==> config.mk <==
export PLATFORM = sky130hd
export DESIGN_NAME = bmps_pin_mux
export DESIGN_NICKNAME = d
export VERILOG_FILES = /design/src/verilog/bmps_pkg.sv /design/src/verilog/bmps_pin_mux.sv
export SDC_FILE = /design/constraint.sdc
export NUM_CORES = 1
export LEC_CHECK = 0
export BUFFER_PORTS_ARGS = -buffer_cell sky130_fd_sc_hd__clkbuf_2
export CORE_AREA = 8 8 151 153
export DETAILED_ROUTE_END_ITERATION = 12
export DIE_AREA = 0 0 159 161
export PLACE_DENSITY = 0.65
export SETUP_SLACK_MARGIN = 0.2
export SLEW_MARGIN = 20
export SYNTH_ARGS = -nofsm -noshare
export SYNTH_HDL_FRONTEND = slang
export SYNTH_SLANG_ARGS = --single-unit
==> constraint.sdc <==
create_clock -name CLOCK -period 4.9 [get_ports CLOCK]
set_input_delay 0 -clock CLOCK [delete_from_list [all_inputs] [get_ports CLOCK]]
set_output_delay 0 -clock CLOCK [all_outputs]
set_load 0.02 [all_outputs]
==> src/verilog/bmps_pkg.sv <==
// Purpose: shared constants and types of the boot mode and pin sharing block
// Assumes: 32-bit AHB-Lite register bus, one clock
// Notes:   offsets are byte addresses, one aligned word per register
package bmps_pkg;

  localparam int ADDR_W = 14;   // full mode address width
  localparam int DATA_W = 24;   // external data width
  localparam int BYTE_W = 8;    // byte address bits on the data msbs
  localparam int HP_W   = 16;   // host port width
  localparam int FLAG_N = 8;    // shared flag pins
  localparam int SP_N   = 5;    // second serial port pins
  localparam int IRQ_N  = 6;    // interrupt status bits

  // register offsets
  localparam logic [7:0] OFS_CTRL  = 8'h00;
  localparam logic [7:0] OFS_DIR   = 8'h04;
  localparam logic [7:0] OFS_FOUT  = 8'h08;
  localparam logic [7:0] OFS_FIN   = 8'h0c;
  localparam logic [7:0] OFS_MODE  = 8'h10;
  localparam logic [7:0] OFS_STAT  = 8'h14;
  localparam logic [7:0] OFS_MASK  = 8'h18;

  // reset values
  localparam logic              CTRL_RST = 1'b1;   // serial port function
  localparam logic [FLAG_N-1:0] DIR_RST  = 8'h00;  // all flags inputs
  localparam logic [FLAG_N:0]   FOUT_RST = 9'h000;
  localparam logic [IRQ_N-1:0]  MASK_RST = 6'h00;
  localparam logic [IRQ_N-1:0]  STAT_RST = 6'h00;

  // field positions
  localparam int MODE_C_BIT    = 2;  // memory mode pin among the mode pins
  localparam int MODE_N        = 3;  // mode pins share flags 2..0
  localparam int SHARED_PF_LO  = 4;  // flags 4..7 also carry interrupts
  localparam int STAT_SP_IRQ0  = 4;
  localparam int STAT_SP_IRQ1  = 5;
  localparam int SP_IRQ0_PIN   = 0;
  localparam int SP_IRQ1_PIN   = 1;
  localparam int SP_FI_PIN     = 2;
  localparam int SP_FO_PIN     = 3;
  localparam int FOUT_SP_BIT   = 8;  // serial flag output in flag out reg
  localparam int FIN_SP_BIT    = 8;  // serial flag input in flag in reg
  localparam int MODE_HOST_BIT = 3;  // decoded mode in mode reg
  localparam int MODE_DONE_BIT = 4;

  typedef enum logic {
    BMPS_MEM_FULL = 1'b0,
    BMPS_MEM_HOST = 1'b1
  } bmps_mem_mode_t;

  typedef enum logic {
    BMPS_CAP_WAIT = 1'b0,
    BMPS_CAP_DONE = 1'b1
  } bmps_cap_t;

  // core side of the external memory bus
  typedef struct packed {
    logic [ADDR_W-1:0] addr;
    logic [DATA_W-1:0] wdata;
    logic              drive;
    logic              byte_acc;
    logic [BYTE_W-1:0] byte_addr;
  } bmps_core_bus_t;

  // pin side of the external memory bus
  typedef struct packed {
    logic [ADDR_W-1:0] addr;
    logic [DATA_W-1:0] dout;
    logic [DATA_W-1:0] doe;
  } bmps_ext_bus_t;

endpackage

==> src/verilog/bmps_pin_mux.sv <==
// Purpose: reset-time memory mode capture and shared pin multiplexing
// Assumes: all pin inputs synchronous to CLOCK; zero wait AHB-Lite slave
// Notes:   interrupt pins are active low; status bits clear by writing one
`timescale 1ns/1ps

module bmps_pin_mux
  import bmps_pkg::*;
(
  input  wire logic                 CLOCK,
  input  wire logic                 RESETN,
  // ahb-lite slave
  input  wire logic                 HSEL,
  input  wire logic [31:0]          HADDR,
  input  wire logic [1:0]           HTRANS,
  input  wire logic                 HWRITE,
  input  wire logic [2:0]           HSIZE,
  input  wire logic [31:0]          HWDATA,
  input  wire logic                 HREADY,
  output logic      [31:0]          HRDATA,
  output logic                      HREADYOUT,
  output logic                      HRESP,
  output logic                      IRQ,
  // shared flag pins, mode pins on 2..0
  input  wire logic [FLAG_N-1:0]    PF_I,
  output logic      [FLAG_N-1:0]    PF_O,
  output logic      [FLAG_N-1:0]    PF_OE,
  // second serial port pins and its core side
  input  wire logic [SP_N-1:0]      SP1_I,
  output logic      [SP_N-1:0]      SP1_O,
  output logic      [SP_N-1:0]      SP1_OE,
  input  wire logic [SP_N-1:0]      SPORT_O,
  input  wire logic [SP_N-1:0]      SPORT_OE,
  output logic      [SP_N-1:0]      SPORT_I,
  // external memory bus
  input  wire bmps_core_bus_t       CORE_BUS,
  output bmps_ext_bus_t             EXT_BUS,
  input  wire logic [DATA_W-1:0]    EXT_D_I,
  output logic      [DATA_W-1:0]    CORE_RDATA,
  // host port pins and core side
  input  wire logic [HP_W-1:0]      HP_AD_I,
  output logic      [HP_W-1:0]      HP_AD_O,
  output logic                      HP_AD_OE,
  input  wire logic                 HP_WR_N,
  input  wire logic                 HP_RD_N,
  input  wire logic                 HP_AL,
  input  wire logic                 HP_CS_N,
  output logic                      HP_ACK_N,
  output logic      [HP_W-1:0]      HOST_ADDR,
  output logic      [HP_W-1:0]      HOST_WDATA,
  output logic                      HOST_WR,
  input  wire logic [HP_W-1:0]      HOST_RDATA,
  output logic                      HOST_MODE
);

  ////////////////////////////////////////////////////////////////////////////
  // mode capture

  bmps_cap_t           cap_reg,  cap_next;
  logic [MODE_N-1:0]   mode_reg, mode_next;
  logic                host;

  // latch at release
  // an async reset may only load constants, so the pins are caught by the
  // first clock after release while the flag drivers are still off
  always_comb begin
    cap_next  = cap_reg;
    mode_next = mode_reg;
    case (cap_reg)
      BMPS_CAP_WAIT: begin
        mode_next = PF_I[MODE_N-1:0];
        cap_next  = BMPS_CAP_DONE;
      end
      default: begin
        mode_next = mode_reg;
      end
    endcase
  end

  always_ff @(posedge CLOCK or negedge RESETN) begin
    if (!RESETN) begin
      cap_reg  <= BMPS_CAP_WAIT;
      mode_reg <= '0;
    end else begin
      cap_reg  <= cap_next;
      mode_reg <= mode_next;
    end
  end

  assign host      = (mode_reg[MODE_C_BIT] == BMPS_MEM_HOST);
  assign HOST_MODE = host;

  ////////////////////////////////////////////////////////////////////////////
  // ahb-lite slave

  logic              ctrl_reg, ctrl_next;     // 1: serial port function
  logic [FLAG_N-1:0] dir_reg,  dir_next;      // 1: flag drives its pin
  logic [FLAG_N:0]   fout_reg, fout_next;
  logic [IRQ_N-1:0]  mask_reg, mask_next;
  logic [IRQ_N-1:0]  stat_reg, stat_next;
  logic [7:0]        wadr_reg, wadr_next;
  logic              wr_reg,   wr_next;
  logic [31:0]       rdat_reg, rdat_next;
  logic [FLAG_N-1:0] pf_level;
  logic [FLAG_N:0]   fin;
  logic [IRQ_N-1:0]  event_vec;
  logic              aphase;

  assign aphase    = HSEL && HTRANS[1] && HREADY;
  assign HREADYOUT = 1'b1;   // never waits
  assign HRESP     = 1'b0;   // always okay
  assign HRDATA    = rdat_reg;
  assign fin       = {SP1_I[SP_FI_PIN], pf_level};

  // address decode; read data staged for the data phase
  always_comb begin
    wadr_next = wadr_reg;
    wr_next   = 1'b0;
    rdat_next = rdat_reg;
    if (aphase) begin
      wadr_next = HADDR[7:0];
      wr_next   = HWRITE;
      rdat_next = '0;
      if (!HWRITE) begin
        if (HADDR[7:0] == OFS_CTRL) begin
          rdat_next[0] = ctrl_reg;
        end else if (HADDR[7:0] == OFS_DIR) begin
          rdat_next[FLAG_N-1:0] = dir_reg;
        end else if (HADDR[7:0] == OFS_FOUT) begin
          rdat_next[FLAG_N:0] = fout_reg;
        end else if (HADDR[7:0] == OFS_FIN) begin
          rdat_next[FLAG_N:0] = fin;
        end else if (HADDR[7:0] == OFS_MODE) begin
          rdat_next[MODE_N-1:0]   = mode_reg;
          rdat_next[MODE_HOST_BIT] = host;
          rdat_next[MODE_DONE_BIT] = (cap_reg == BMPS_CAP_DONE);
        end else if (HADDR[7:0] == OFS_STAT) begin
          rdat_next[IRQ_N-1:0] = stat_reg;
        end else if (HADDR[7:0] == OFS_MASK) begin
          rdat_next[IRQ_N-1:0] = mask_reg;
        end
      end
    end
  end

  // register writes in the data phase; events win over a clearing write
  always_comb begin
    ctrl_next = ctrl_reg;
    dir_next  = dir_reg;
    fout_next = fout_reg;
    mask_next = mask_reg;
    stat_next = stat_reg;
    if (wr_reg) begin
      if (wadr_reg == OFS_CTRL) begin
        ctrl_next = HWDATA[0];
      end else if (wadr_reg == OFS_DIR) begin
        dir_next = HWDATA[FLAG_N-1:0];
      end else if (wadr_reg == OFS_FOUT) begin
        fout_next = HWDATA[FLAG_N:0];
      end else if (wadr_reg == OFS_STAT) begin
        stat_next = stat_reg & ~HWDATA[IRQ_N-1:0];
      end else if (wadr_reg == OFS_MASK) begin
        mask_next = HWDATA[IRQ_N-1:0];
      end
    end
    stat_next = stat_next | event_vec;
  end

  always_ff @(posedge CLOCK or negedge RESETN) begin
    if (!RESETN) begin
      ctrl_reg <= CTRL_RST;
      dir_reg  <= DIR_RST;
      fout_reg <= FOUT_RST;
      mask_reg <= MASK_RST;
      stat_reg <= STAT_RST;
      wadr_reg <= '0;
      wr_reg   <= 1'b0;
      rdat_reg <= '0;
    end else begin
      ctrl_reg <= ctrl_next;
      dir_reg  <= dir_next;
      fout_reg <= fout_next;
      mask_reg <= mask_next;
      stat_reg <= stat_next;
      wadr_reg <= wadr_next;
      wr_reg   <= wr_next;
      rdat_reg <= rdat_next;
    end
  end

  assign IRQ = |(stat_reg & mask_reg);

  ////////////////////////////////////////////////////////////////////////////
  // flag pins and interrupt events

  genvar g;
  generate
    for (g = 0; g < FLAG_N; g++) begin : g_pf
      if (g < MODE_N) begin : g_mode
        // mode pins quiet in reset
        // driver off until capture so the strap level is what is sampled
        assign PF_OE[g] = dir_reg[g] && (cap_reg == BMPS_CAP_DONE);
      end else begin : g_plain
        assign PF_OE[g] = dir_reg[g];
      end
      assign PF_O[g] = fout_reg[g];
      assign pf_level[g] = PF_OE[g] ? PF_O[g] : PF_I[g];
      if (g >= SHARED_PF_LO) begin : g_irq
        assign event_vec[g - SHARED_PF_LO] = !pf_level[g];
      end
    end
  endgenerate

  ////////////////////////////////////////////////////////////////////////////
  // second serial port

  always_comb begin
    SP1_O   = SPORT_O;
    SP1_OE  = SPORT_OE;
    SPORT_I = SP1_I;
    if (!ctrl_reg) begin
      SP1_OE[SP_IRQ0_PIN] = 1'b0;
      SP1_OE[SP_IRQ1_PIN] = 1'b0;
      SP1_OE[SP_FI_PIN]   = 1'b0;
      SP1_O[SP_FO_PIN]    = fout_reg[FOUT_SP_BIT];
      SP1_OE[SP_FO_PIN]   = 1'b1;
      SPORT_I[SP_IRQ0_PIN] = 1'b1;   // idle level to the serial core
      SPORT_I[SP_IRQ1_PIN] = 1'b1;
      SPORT_I[SP_FI_PIN]   = 1'b1;
    end
  end

  assign event_vec[STAT_SP_IRQ0] = !ctrl_reg && !SP1_I[SP_IRQ0_PIN];
  assign event_vec[STAT_SP_IRQ1] = !ctrl_reg && !SP1_I[SP_IRQ1_PIN];

  ////////////////////////////////////////////////////////////////////////////
  // external memory bus

  bmps_ext_bus_t     ext_reg,  ext_next;
  logic [DATA_W-1:0] crd_reg,  crd_next;

  always_comb begin
    ext_next = '0;
    crd_next = EXT_D_I;
    if (!host) begin
      ext_next.addr  = CORE_BUS.addr;
      ext_next.dout  = CORE_BUS.wdata;
      ext_next.doe   = {DATA_W{CORE_BUS.drive}};
      if (CORE_BUS.byte_acc) begin
        // byte address rides on the data msbs
        ext_next.dout[DATA_W-1 -: BYTE_W] = CORE_BUS.byte_addr;
        ext_next.doe[DATA_W-1 -: BYTE_W]  = {BYTE_W{1'b1}};
      end
    end else begin
      // one address bit, upper data
      // peripherals beyond two words need outside latches on the selects
      ext_next.addr[0] = CORE_BUS.addr[0];
      ext_next.dout[DATA_W-1 -: HP_W] = CORE_BUS.wdata[HP_W-1:0];
      ext_next.doe[DATA_W-1 -: HP_W]  = {HP_W{CORE_BUS.drive}};
      crd_next = {{(DATA_W-HP_W){1'b0}}, EXT_D_I[DATA_W-1 -: HP_W]};
    end
  end

  always_ff @(posedge CLOCK or negedge RESETN) begin
    if (!RESETN) begin
      ext_reg <= '0;
      crd_reg <= '0;
    end else begin
      ext_reg <= ext_next;
      crd_reg <= crd_next;
    end
  end

  assign EXT_BUS    = ext_reg;
  assign CORE_RDATA = crd_reg;

  ////////////////////////////////////////////////////////////////////////////
  // host port

  logic [HP_W-1:0] hadr_reg, hadr_next;
  logic [HP_W-1:0] hwd_reg,  hwd_next;
  logic [HP_W-1:0] hrd_reg,  hrd_next;
  logic            hwl_reg,  hwl_next;   // write strobe seen low
  logic            hsel;

  assign hsel = host && !HP_CS_N;

  // host port only in host mode
  always_comb begin
    hadr_next = hadr_reg;
    hwd_next  = hwd_reg;
    hrd_next  = HOST_RDATA;
    hwl_next  = hsel && !HP_WR_N;
    if (hsel && HP_AL) begin
      hadr_next = HP_AD_I;
    end
    if (hsel && !HP_WR_N) begin
      hwd_next = HP_AD_I;
    end
  end

  always_ff @(posedge CLOCK or negedge RESETN) begin
    if (!RESETN) begin
      hadr_reg <= '0;
      hwd_reg  <= '0;
      hrd_reg  <= '0;
      hwl_reg  <= 1'b0;
    end else begin
      hadr_reg <= hadr_next;
      hwd_reg  <= hwd_next;
      hrd_reg  <= hrd_next;
      hwl_reg  <= hwl_next;
    end
  end

  // write completes on the rising edge of the strobe
  assign HOST_WR    = hwl_reg && !hwl_next;
  assign HOST_ADDR  = hadr_reg;
  assign HOST_WDATA = hwd_reg;
  assign HP_AD_O    = hrd_reg;
  assign HP_AD_OE   = hsel && !HP_RD_N;
  assign HP_ACK_N   = !(hsel && (!HP_RD_N || !HP_WR_N));

endmodule

Yosys cells after proc, flatten, opt, wreduce, memory -nomap -nowiden
Index checks and enable logic that the tools add are counted.

storage, ports and cells
  register bits = 187
  input port bits = 205
  output and inout bits = 204
  word-level logic and storage cells = 106

cells by class
  equal/unequal tests = 10
  mux-type cells = 37
  bitwise operators = 8
  reduce and logical (&&, ||, !) cells = 33

operators with widths
  operator                                              count
  two-way mux 6 bit                                     8
  two-way mux 8 bit                                     6
  equality test 8 x 5 -> 1 bit (second input constant)  5
  two-way mux 16 bit                                    2
  equality test 8 x 4 -> 1 bit (second input constant)  3
  two-way mux 24 bit                                    1
  two-way mux 9 bit                                     2
  equality test 8 x 3 -> 1 bit (second input constant)  2
  zero test 8 bit                                       2
  logical AND 1 bit                                     13
  two-way mux 1 bit                                     13
  two-way mux 13 bit                                    1
  AND 6 bit                                             2
  zero test 1 bit                                       12
  two-way mux 3 bit                                     2
  inverter 6 bit                                        1
  OR 6 bit                                              1
  AND reduction 6 bit                                   1
  OR reduction 6 bit                                    1
  two-way mux 5 bit                                     1
  two-way mux 4 bit                                     1
  inverter 1 bit                                        4
  AND reduction 4 bit                                   1
  AND reduction 3 bit                                   1
  2 further kinds                                       2

Logic depth before layout (Yosys ltp)
Gate-level depths: netlist of run 1.

  word-level depth = 9
  gate-level depth with buffers = 6
  depth with buffers taken out = 5

Least setup slack after synthesis of run 1
No wires, ideal clock.

  kind = flip-flop to flip-flop
  from = register mode_reg[2]
  to = register hwd_reg[10], in the netlist HOST_WDATA[10]
  setup time = 0.125 ns
  arrival time = 1.497 ns
  setup slack = 3.279 ns
  stages on the path, launching flop included = 5
  buffers on the path = 1
  clock period less this slack = 1.621 ns
  cell sequence = dfrtp_1 > nand2b_1 > nor2_2 > buf_2 > mux2_2

on the way
  word-level cells in the longest chain between the ends = 2

RTL lines
  what                    line                 source
  start, declared         bmps_pin_mux.sv:59   logic [MODE_N-1:0] mode_reg, mode_next;
  start signal, assigned  bmps_pin_mux.sv:85   mode_reg <= mode_next;
  logical AND 1 bit       bmps_pin_mux.sv:285  assign hsel = host && !HP_CS_N;
  logical AND 1 bit       --
  net hwl_next            bmps_pin_mux.sv:282  logic hwl_reg, hwl_next;
  end signal, assigned    bmps_pin_mux.sv:309  hwd_reg <= hwd_next;
  end, declared           bmps_pin_mux.sv:280  logic [HP_W-1:0] hwd_reg, hwd_next;

The timed path passes the listed nets, and every way through them passes these cells.
A chain may end at the register's enable or synchronous reset.

Worst setup path in the final report of run 1
  from = register wadr_reg[7]
  to = register stat_reg[4]

on the way
  word-level cells in the longest chain between the ends = 7

RTL lines
  what                          line                 source
  start, declared               bmps_pin_mux.sv:100  logic [7:0] wadr_reg, wadr_next;
  start signal, assigned        bmps_pin_mux.sv:184  wadr_reg <= wadr_next;
  equality test 8 x 5 -> 1 bit  bmps_pin_mux.sv:159  end else if (wadr_reg == OFS_STAT) begin
  two-way mux 6 bit             bmps_pin_mux.sv:159
  two-way mux 6 bit             bmps_pin_mux.sv:157  end else if (wadr_reg == OFS_FOUT) begin
  two-way mux 6 bit             bmps_pin_mux.sv:155  end else if (wadr_reg == OFS_DIR) begin
  two-way mux 6 bit (*)         bmps_pin_mux.sv:153  if (wadr_reg == OFS_CTRL) begin
  two-way mux 6 bit (*)         bmps_pin_mux.sv:152  if (wr_reg) begin
  OR 6 bit (*)                  bmps_pin_mux.sv:165  stat_next = stat_next | event_vec;
  net stat_next[4]              bmps_pin_mux.sv:99   logic [IRQ_N-1:0] stat_reg, stat_next;
  end signal, assigned          bmps_pin_mux.sv:183  stat_reg <= stat_next;
  end, declared                 bmps_pin_mux.sv:99

The timed path passes the listed nets; every way through them passes the cells marked *.

==> results by group, run 1 <==
Power
  – Internal power: between 2 and 3 mW
  – Leakage: approximately 5.1 nW
  – Tot Pwr: about 3.7 mW
  – Seq pwr share: roughly 43%
  – Part of the power in the clock network: 35.1%
  – Power Density: between 300 and 400 nW/um2
  – Combinational share of power: 21.5%
  – Peak supply drop: 0.0002159 V
  – Switch Pwr: about 1.1 mW
  – Switching share of power: about 30%

Clock tree
  – Clock root buffer: clkbuf_16
  – Latest clock arrival within the worst-skew pair: 410 ps
  – H-tree levels: 4
  – Post-CTS setup repair buffer count: 0
  – TritonCTS buffer count: 17
  – Worst-path clk slew: ~70 ps
  – Post-cts resize count: 0
  – Sink Count: 166
  – CTS tree: done
  – CTS Buffer Depth: 2
  – Number of hold buffers added after CTS: about 140

Yosys
  – Distinct cells, synth: 44
  – Top area cells in the synthesized netlist: dfrtp_1, mux2_2, buf_4
  – Mux share of post-synthesis cell area: ~17%
  – FF+latch count, synth: 166
  – Number of flops mapped to enable cells by yosys: 0
  – Main combinational cell family by area after synthesis: multiplexers
  – Leading area contributor after synthesis: dfrtp_1
  – Post-Syn Area: 7083 um2
  – Mapped Cells: about 560
  – Ys Warns: 0
  – Synth Area in Simple Gates: 9.857%
  – Complex-gate fraction of the synthesized area: 5.600%
  – Yosys top cell area share: 58.29%
  – Post-Synth Adder-Cell Area: 0%
  – Ys async rst share: 100.0%
  – Syn avg cell area: between 10 and 15 um2
  – Sequential share of the synthesized area: between 50% and 60%
  – XOR/XNOR Fraction of Synth Area: 0%
  – Post-synth top flop: dfrtp_1

Critical path
  – Crit path max-delay family: simple AND/OR/NAND/NOR gates
  – CP Capture Type: flop
  – Class of the most critical setup path: flop to flop
  – Crit path DAT: between 2000 and 3000 ps
  – Crit path buf inv count: 1
  – CP Data Required Time: approximately 5200 ps
  – CP Max Fanout: 6
  – Slowest-stage cell, CP: dlygate4sd3_1
  – CP cell instances: nor4b_2, and3_1, nand2_1, o2bb2ai_1, dlygate4sd3_1
  – Slowest Stage Delay on Critical Path: ~560 ps
  – Critical Path Source Type: flop

STA
  – Worst hold slack: approximately 0.0088 ps
  – Slew Limit Headroom: roughly 36%
  – Slew @ Worst Pin: between 900 and 1000 ps
  – Clk_skew: approximately 7.8 ps
  – Fmax: between 400 and 500 MHz
  – Post-layout min period: approximately 2200 ps
  – RSZ-0062 raised after global routing: no
  – Final WS setup: ~2700 ps
  – Final Max Slew Viols: 0
  – Hold Vio Cnt, Final: 0
  – Sum Neg Setup Slack: 0 ps
  – Final setup viols: 0
  – Final period util: between 40% and 50%

Floorplan
  – Core area: just over 20000 um2
  – Row cnt: 53
  – Initial core utilization: between 30 and 40%
  – Die height: about 160 um
  – I/O pin count: 409
  – Die Area: 25600 um2
  – Die width: between 150 and 200 um

Final layout
  – Footprint of the multi-input gates: 2402 um2
  – Max FFs per register: between 40 and 50
  – Final net count: around 1.2k
  – Final core utilization: between 50% and 60%
  – Layout cell share with drive strength beyond 1: 46.63%
  – Most frequent cells in the layout: clkbuf_2, dfrtp_1, dlygate4sd3_1
  – Commonest non-fill, non-tap cell in the layout: clkbuf_2
  – Sequential Area: slightly above 4000 um2
  – Fillers: ~1.8k
  – Cell Count, Final, Fillers Out: 1257
  – Layout area overhead: 48.28%
  – Fin area: 10500 um2

Global route
  – Gr usage total: approximately 17%
  – First-pass GRT wire length: 34.83 mm
  – Vias in the first global route: 6262
  – Largest net degree at the start of global routing: 87
  – Grt total ovfl: 0
  – Initial antenna violation count: 2

Routing
  – Drt first pass iters: 4
  – Drt total wl: about 22 mm
  – Post-route ant nets: 0
  – WL/cell: ~17 um
  – Vias per cell: 4.456
  – Routed vias: 5601
  – 1st-iter DRT viols: approximately 240
  – DRC: 0

Hold path
  – HP Class: input port to output port

Status
  – Status: completed

Place
  – Area post-placement: around 8600 um2
  – HPWL after DPL: approximately 15 mm
  – RePlAce Congestion: about 0.75
  – DP Worst Slack: approximately 3000 ps
  – Placed Cells: roughly 1.1k
  – I/O Buffers: 318

Flow run
  – Max cap viols: 0
[power groups by stage]
| stage | logic [mW] | clock network, mW | registers, mW |
|---|---|---|---|
| 2_1_floorplan | 0.303 | 0 | 1.76 |
| 3_3_place_gp | 0.697 | 0 | 1.62 |
| 3_5_place_dp | 0.703 | 0 | 1.63 |
| 4_1_cts | 0.802 | 1.35 | 1.60 |
| 5_1_grt | 0.854 | 1.40 | 1.62 |
| 6_report | 0.796 | 1.30 | 1.60 |
[final cells by class]
class | instances | area share [%]
Antenna cell | 2 | 0.04765
Clock buffer | 20 | 4.348
Clock inverter | 12 | 1.120
Inverter | 7 | 0.2502
Multi-Input combinational cell | 318 | 22.87
Sequential cell | 166 | 39.58
Tap cell | 275 | 3.276
Timing Repair Buffer | 457 | 28.51
[worst register-to-register path, cell delays in order (launching register included)]
cell and delay, ps:
dfrtp_1 420, nor4b_2 490, and3_1 410, nand2_1 110, o2bb2ai_1 130, dlygate4sd3_1 560
[layer usage]
metal / global-route usage [%] / part of all wire, % / vias to the layer above
li1: - / - / 2634
met1: 18.66 / 39 / 2711
met2: 30.01 / 52 / 229
met3: 5.828 / 7.4 / 27
met4: 5.961 / 1.7 / 0
met5: 0 / 0 / -
[path summary, 6_finish.rpt]
check	from	endpoint	slack [ps]	depth (start not counted)
max in group asynchronous	RESETN	CORE_RDATA[14]	3790	3
min in group asynchronous	RESETN	HOST_ADDR[12]	210	2
max	wadr_reg[7]	stat_reg[4]	2670	5
min reg2reg	HRDATA[8]	HRDATA[8]	480	2
max reg2reg	wadr_reg[7]	stat_reg[4]	2670	5
min	SP1_I[4]	SPORT_I[4]	0.009	0
[synth_stat cells (7+ instances only)]
library cell	n
a21oi_1	10
a22oi_1	7
buf_4	67
clkbuf_1	15
dfrtp_1	165
mux2_2	91
mux2i_1	14
nand2_1	37
nand2b_1	10
nor2_1	12
nor2b_1	33
o21ai_0	25
[cells by family after synthesis]
| family | Yosys count |
|---|---|
| compound gates | 62 |
| other cells | 2 |
| buf+inv | 95 |
| flops | 166 |
| mux | 108 |
| simple gates | 122 |
Power figures use the tool's default switching activity.
==> run 2, diff against run 1 <==
Settings changed: CORE_AREA 8 8 151 153 to 8 8 152 154, DIE_AREA 0 0 159 161 to 0 0 160 162, PLACE_DENSITY 0.65 to 0.64.
Clock period 4.9 ns to 2.2 ns, I/O delays scaled along.
==> results by group, run 2 (synthesis results as in run 1) <==
Status
  – Status: completed

STA
  – Clk_skew: 9.951 ps (+2.152 ps)
  – Hold Vio Cnt, Final: 0 (unchanged)
  – Final WS setup: 301.9 ps (-2368 ps)
  – Sum Neg Setup Slack: 0 ps (unchanged)
  – Post-layout min period: 1898 ps (-332.3 ps)
  – RSZ-0062 raised after global routing: no
  – Worst hold slack: 0.008814 ps (-0.0000009000 ps)
  – Final Max Slew Viols: 0 (unchanged)
  – Final setup viols: 0 (unchanged)
  – Slew @ Worst Pin: 589.3 ps (-375.1 ps)
  – Fmax: 526.9 MHz (+18%)
  – Final period util: 86.28% (+41 points)
  – Slew Limit Headroom: 60.71% (+25 points)

Final layout
  – Max FFs per register: 41 (unchanged)
  – Sequential Area: 4156 um2 (unchanged)
  – Commonest non-fill, non-tap cell in the layout: clkbuf_2
  – Layout cell share with drive strength beyond 1: 47.31% (+0.68 points)
  – Layout area overhead: 49.04%
  – Final core utilization: 51.02% (-0.067 points)
  – Footprint of the multi-input gates: 2402 um2 (unchanged)
  – Final net count: 1178 (+0.51%)
  – Fillers: 1817 (+1.2%)
  – Cell Count, Final, Fillers Out: 1262 (+0.40%)
  – Most frequent cells in the layout: clkbuf_2, dfrtp_1, dlygate4sd3_1

Global route
  – Grt total ovfl: 0 (unchanged)
  – First-pass GRT wire length: 35.55 mm (+2.1%)
  – Largest net degree at the start of global routing: 61 (-30%)
  – Gr usage total: 17.18% (+0.23 points)
  – Initial antenna violation count: 2 (unchanged)
  – Vias in the first global route: 6270 (+0.13%)

Flow run
  – Max cap viols: 0 (unchanged)

Power
  – Switch Pwr: 2.478 mW (+130%)
  – Seq pwr share: 43.3% (about the same)
  – Leakage: 5.184 nW (+0.81%)
  – Part of the power in the clock network: 34.9% (-0.2 points)
  – Combinational share of power: 21.8% (+0.3 points)
  – Switching share of power: 30.06% (+0.39 points)
  – Internal power: 5.764 mW (+120%)
  – Power Density: 780.8 nW/um2 (+120%)
  – Peak supply drop: 0.0004601 V (+110%)

Critical path
  – CP Data Required Time: 2490 ps (-2710 ps)
  – CP Capture Type: flop
  – Class of the most critical setup path: flop to flop
  – Critical Path Source Type: flop
  – Crit path DAT: 2190 ps (-340 ps)
  – CP Max Fanout: 46 (+40)

Floorplan
  – Die height: 162 um (+0.62%)
  – I/O pin count: 409 (unchanged)
  – Core area: 20690 um2 (+0.65%)
  – Initial core utilization: 34.23% (-0.22 points)
  – Die Area: 25920 um2 (+1.3%)
  – Die width: 160 um (+0.63%)
  – Row cnt: 53 (unchanged)

Routing
  – 1st-iter DRT viols: 243 (+3.0%)
  – Drt total wl: 22.53 mm (+2.8%)
  – Vias per cell: 4.483 (+0.62%)
  – Post-route ant nets: 0 (unchanged)
  – Drt first pass iters: 4 (unchanged)
  – DRC: 0 (unchanged)
  – Routed vias: 5658 (+1.0%)
  – WL/cell: 17.85 um (+2.4%)

Clock tree
  – Worst-path clk slew: 70 ps (about the same)
  – TritonCTS buffer count: 17 (unchanged)
  – Latest clock arrival within the worst-skew pair: 410 ps (about the same)
  – CTS tree: done
  – CTS Buffer Depth: 2 (unchanged)
  – Sink Count: 166 (unchanged)
  – H-tree levels: 4 (unchanged)
  – Clock root buffer: clkbuf_16

Place
  – DP Worst Slack: 440.0 ps (-2578 ps)
  – HPWL after DPL: 15.99 mm (+3.8%)
  – I/O Buffers: 318 (unchanged)
  – RePlAce Congestion: 0.8057 (+6.9%)
  – Placed Cells: 1096 (+0.83%)

Hold path
  – HP Class: input port to output port
[run 2: changes by cell type in the layout (fill, tap and decap cells not counted)]
| cell | previous run | this run |
|---|---|---|
| buf_12 | 1 | 3 |
| buf_4 | 2 | 8 |
| buf_6 | 1 | 2 |
| clkbuf_1 | 1 | 0 |
| clkbuf_8 | 2 | 1 |
| clkinv_2 | 1 | 2 |
| dlygate4sd3_1 | 136 | 133 |
[run 2: power by group through the flow]
stage / clock network (mW) / logic (mW) / registers [mW]
detailed placement: 0 / 1.59 / 3.62
global placement: 0 / 1.57 / 3.61
global route: 3.10 / 1.93 / 3.61
CTS: 2.95 / 1.81 / 3.56
floorplan: 0 / 0.676 / 3.93
finish: 2.87 / 1.80 / 3.57
[run 2: final cells by class]
class                   count  share of cell area [%]
repair buffers            463                   28.99
clock buffers              18                   4.160
diodes                      2                 0.04741
well taps                 275                   3.259
inverters                   7                  0.2489
flip-flops and latches    166                   39.37
clock inverters            13                   1.162
multi-input cells         318                   22.76
[run 2: worst paths after layout]
check / slack (ps) / depth (start not counted) / startpoint / to
max: 300 / 3 / mode_reg[2] / CORE_RDATA[4]
min: 0.009 / 0 / SPORT_O[1] / SP1_O[1]
max reg2reg: 300 / 3 / mode_reg[2] / CORE_RDATA[4]
min reg2reg: 500 / 2 / HRDATA[8] / HRDATA[8]
max in group asynchronous: 1320 / 3 / RESETN / ctrl_reg
min in group asynchronous: 140 / 2 / RESETN / CORE_RDATA[14]
[run 2: critical path, stage by stage, from the launching register on]
cell and delay (ps):
dfrtp_2 430, buf_6 340, mux2_2 400, dlygate4sd3_1 570
[run 2: stage by stage]
| stage | total power, mW | area [um2] |
|---|---|---|
| final | 8.242 | 10560 |
| after global routing | 8.647 | 10560 |
| after CTS | 8.322 | 10550 |
| after detailed placement | 5.208 | 8655 |
| after global placement | 5.176 | 8655 |
| after floorplan | 4.604 | 7173 |
[run 2: repair_timing]
item	CTS	global route
setup buffers	0	0
setup endpoints to repair	0	8
hold buffers	133	0
gates resized for setup	0	1
hold endpoints to repair	211	0
[run 2: metal layers]
metal / global-route usage, % / vias to the layer above / part of all wire [%]
li1: - / 2642 / -
met1: 19.58 / 2752 / 39
met2: 29.47 / 243 / 51
met3: 6.403 / 21 / 8.4
met4: 5.438 / 0 / 1.8
met5: 0 / - / 0
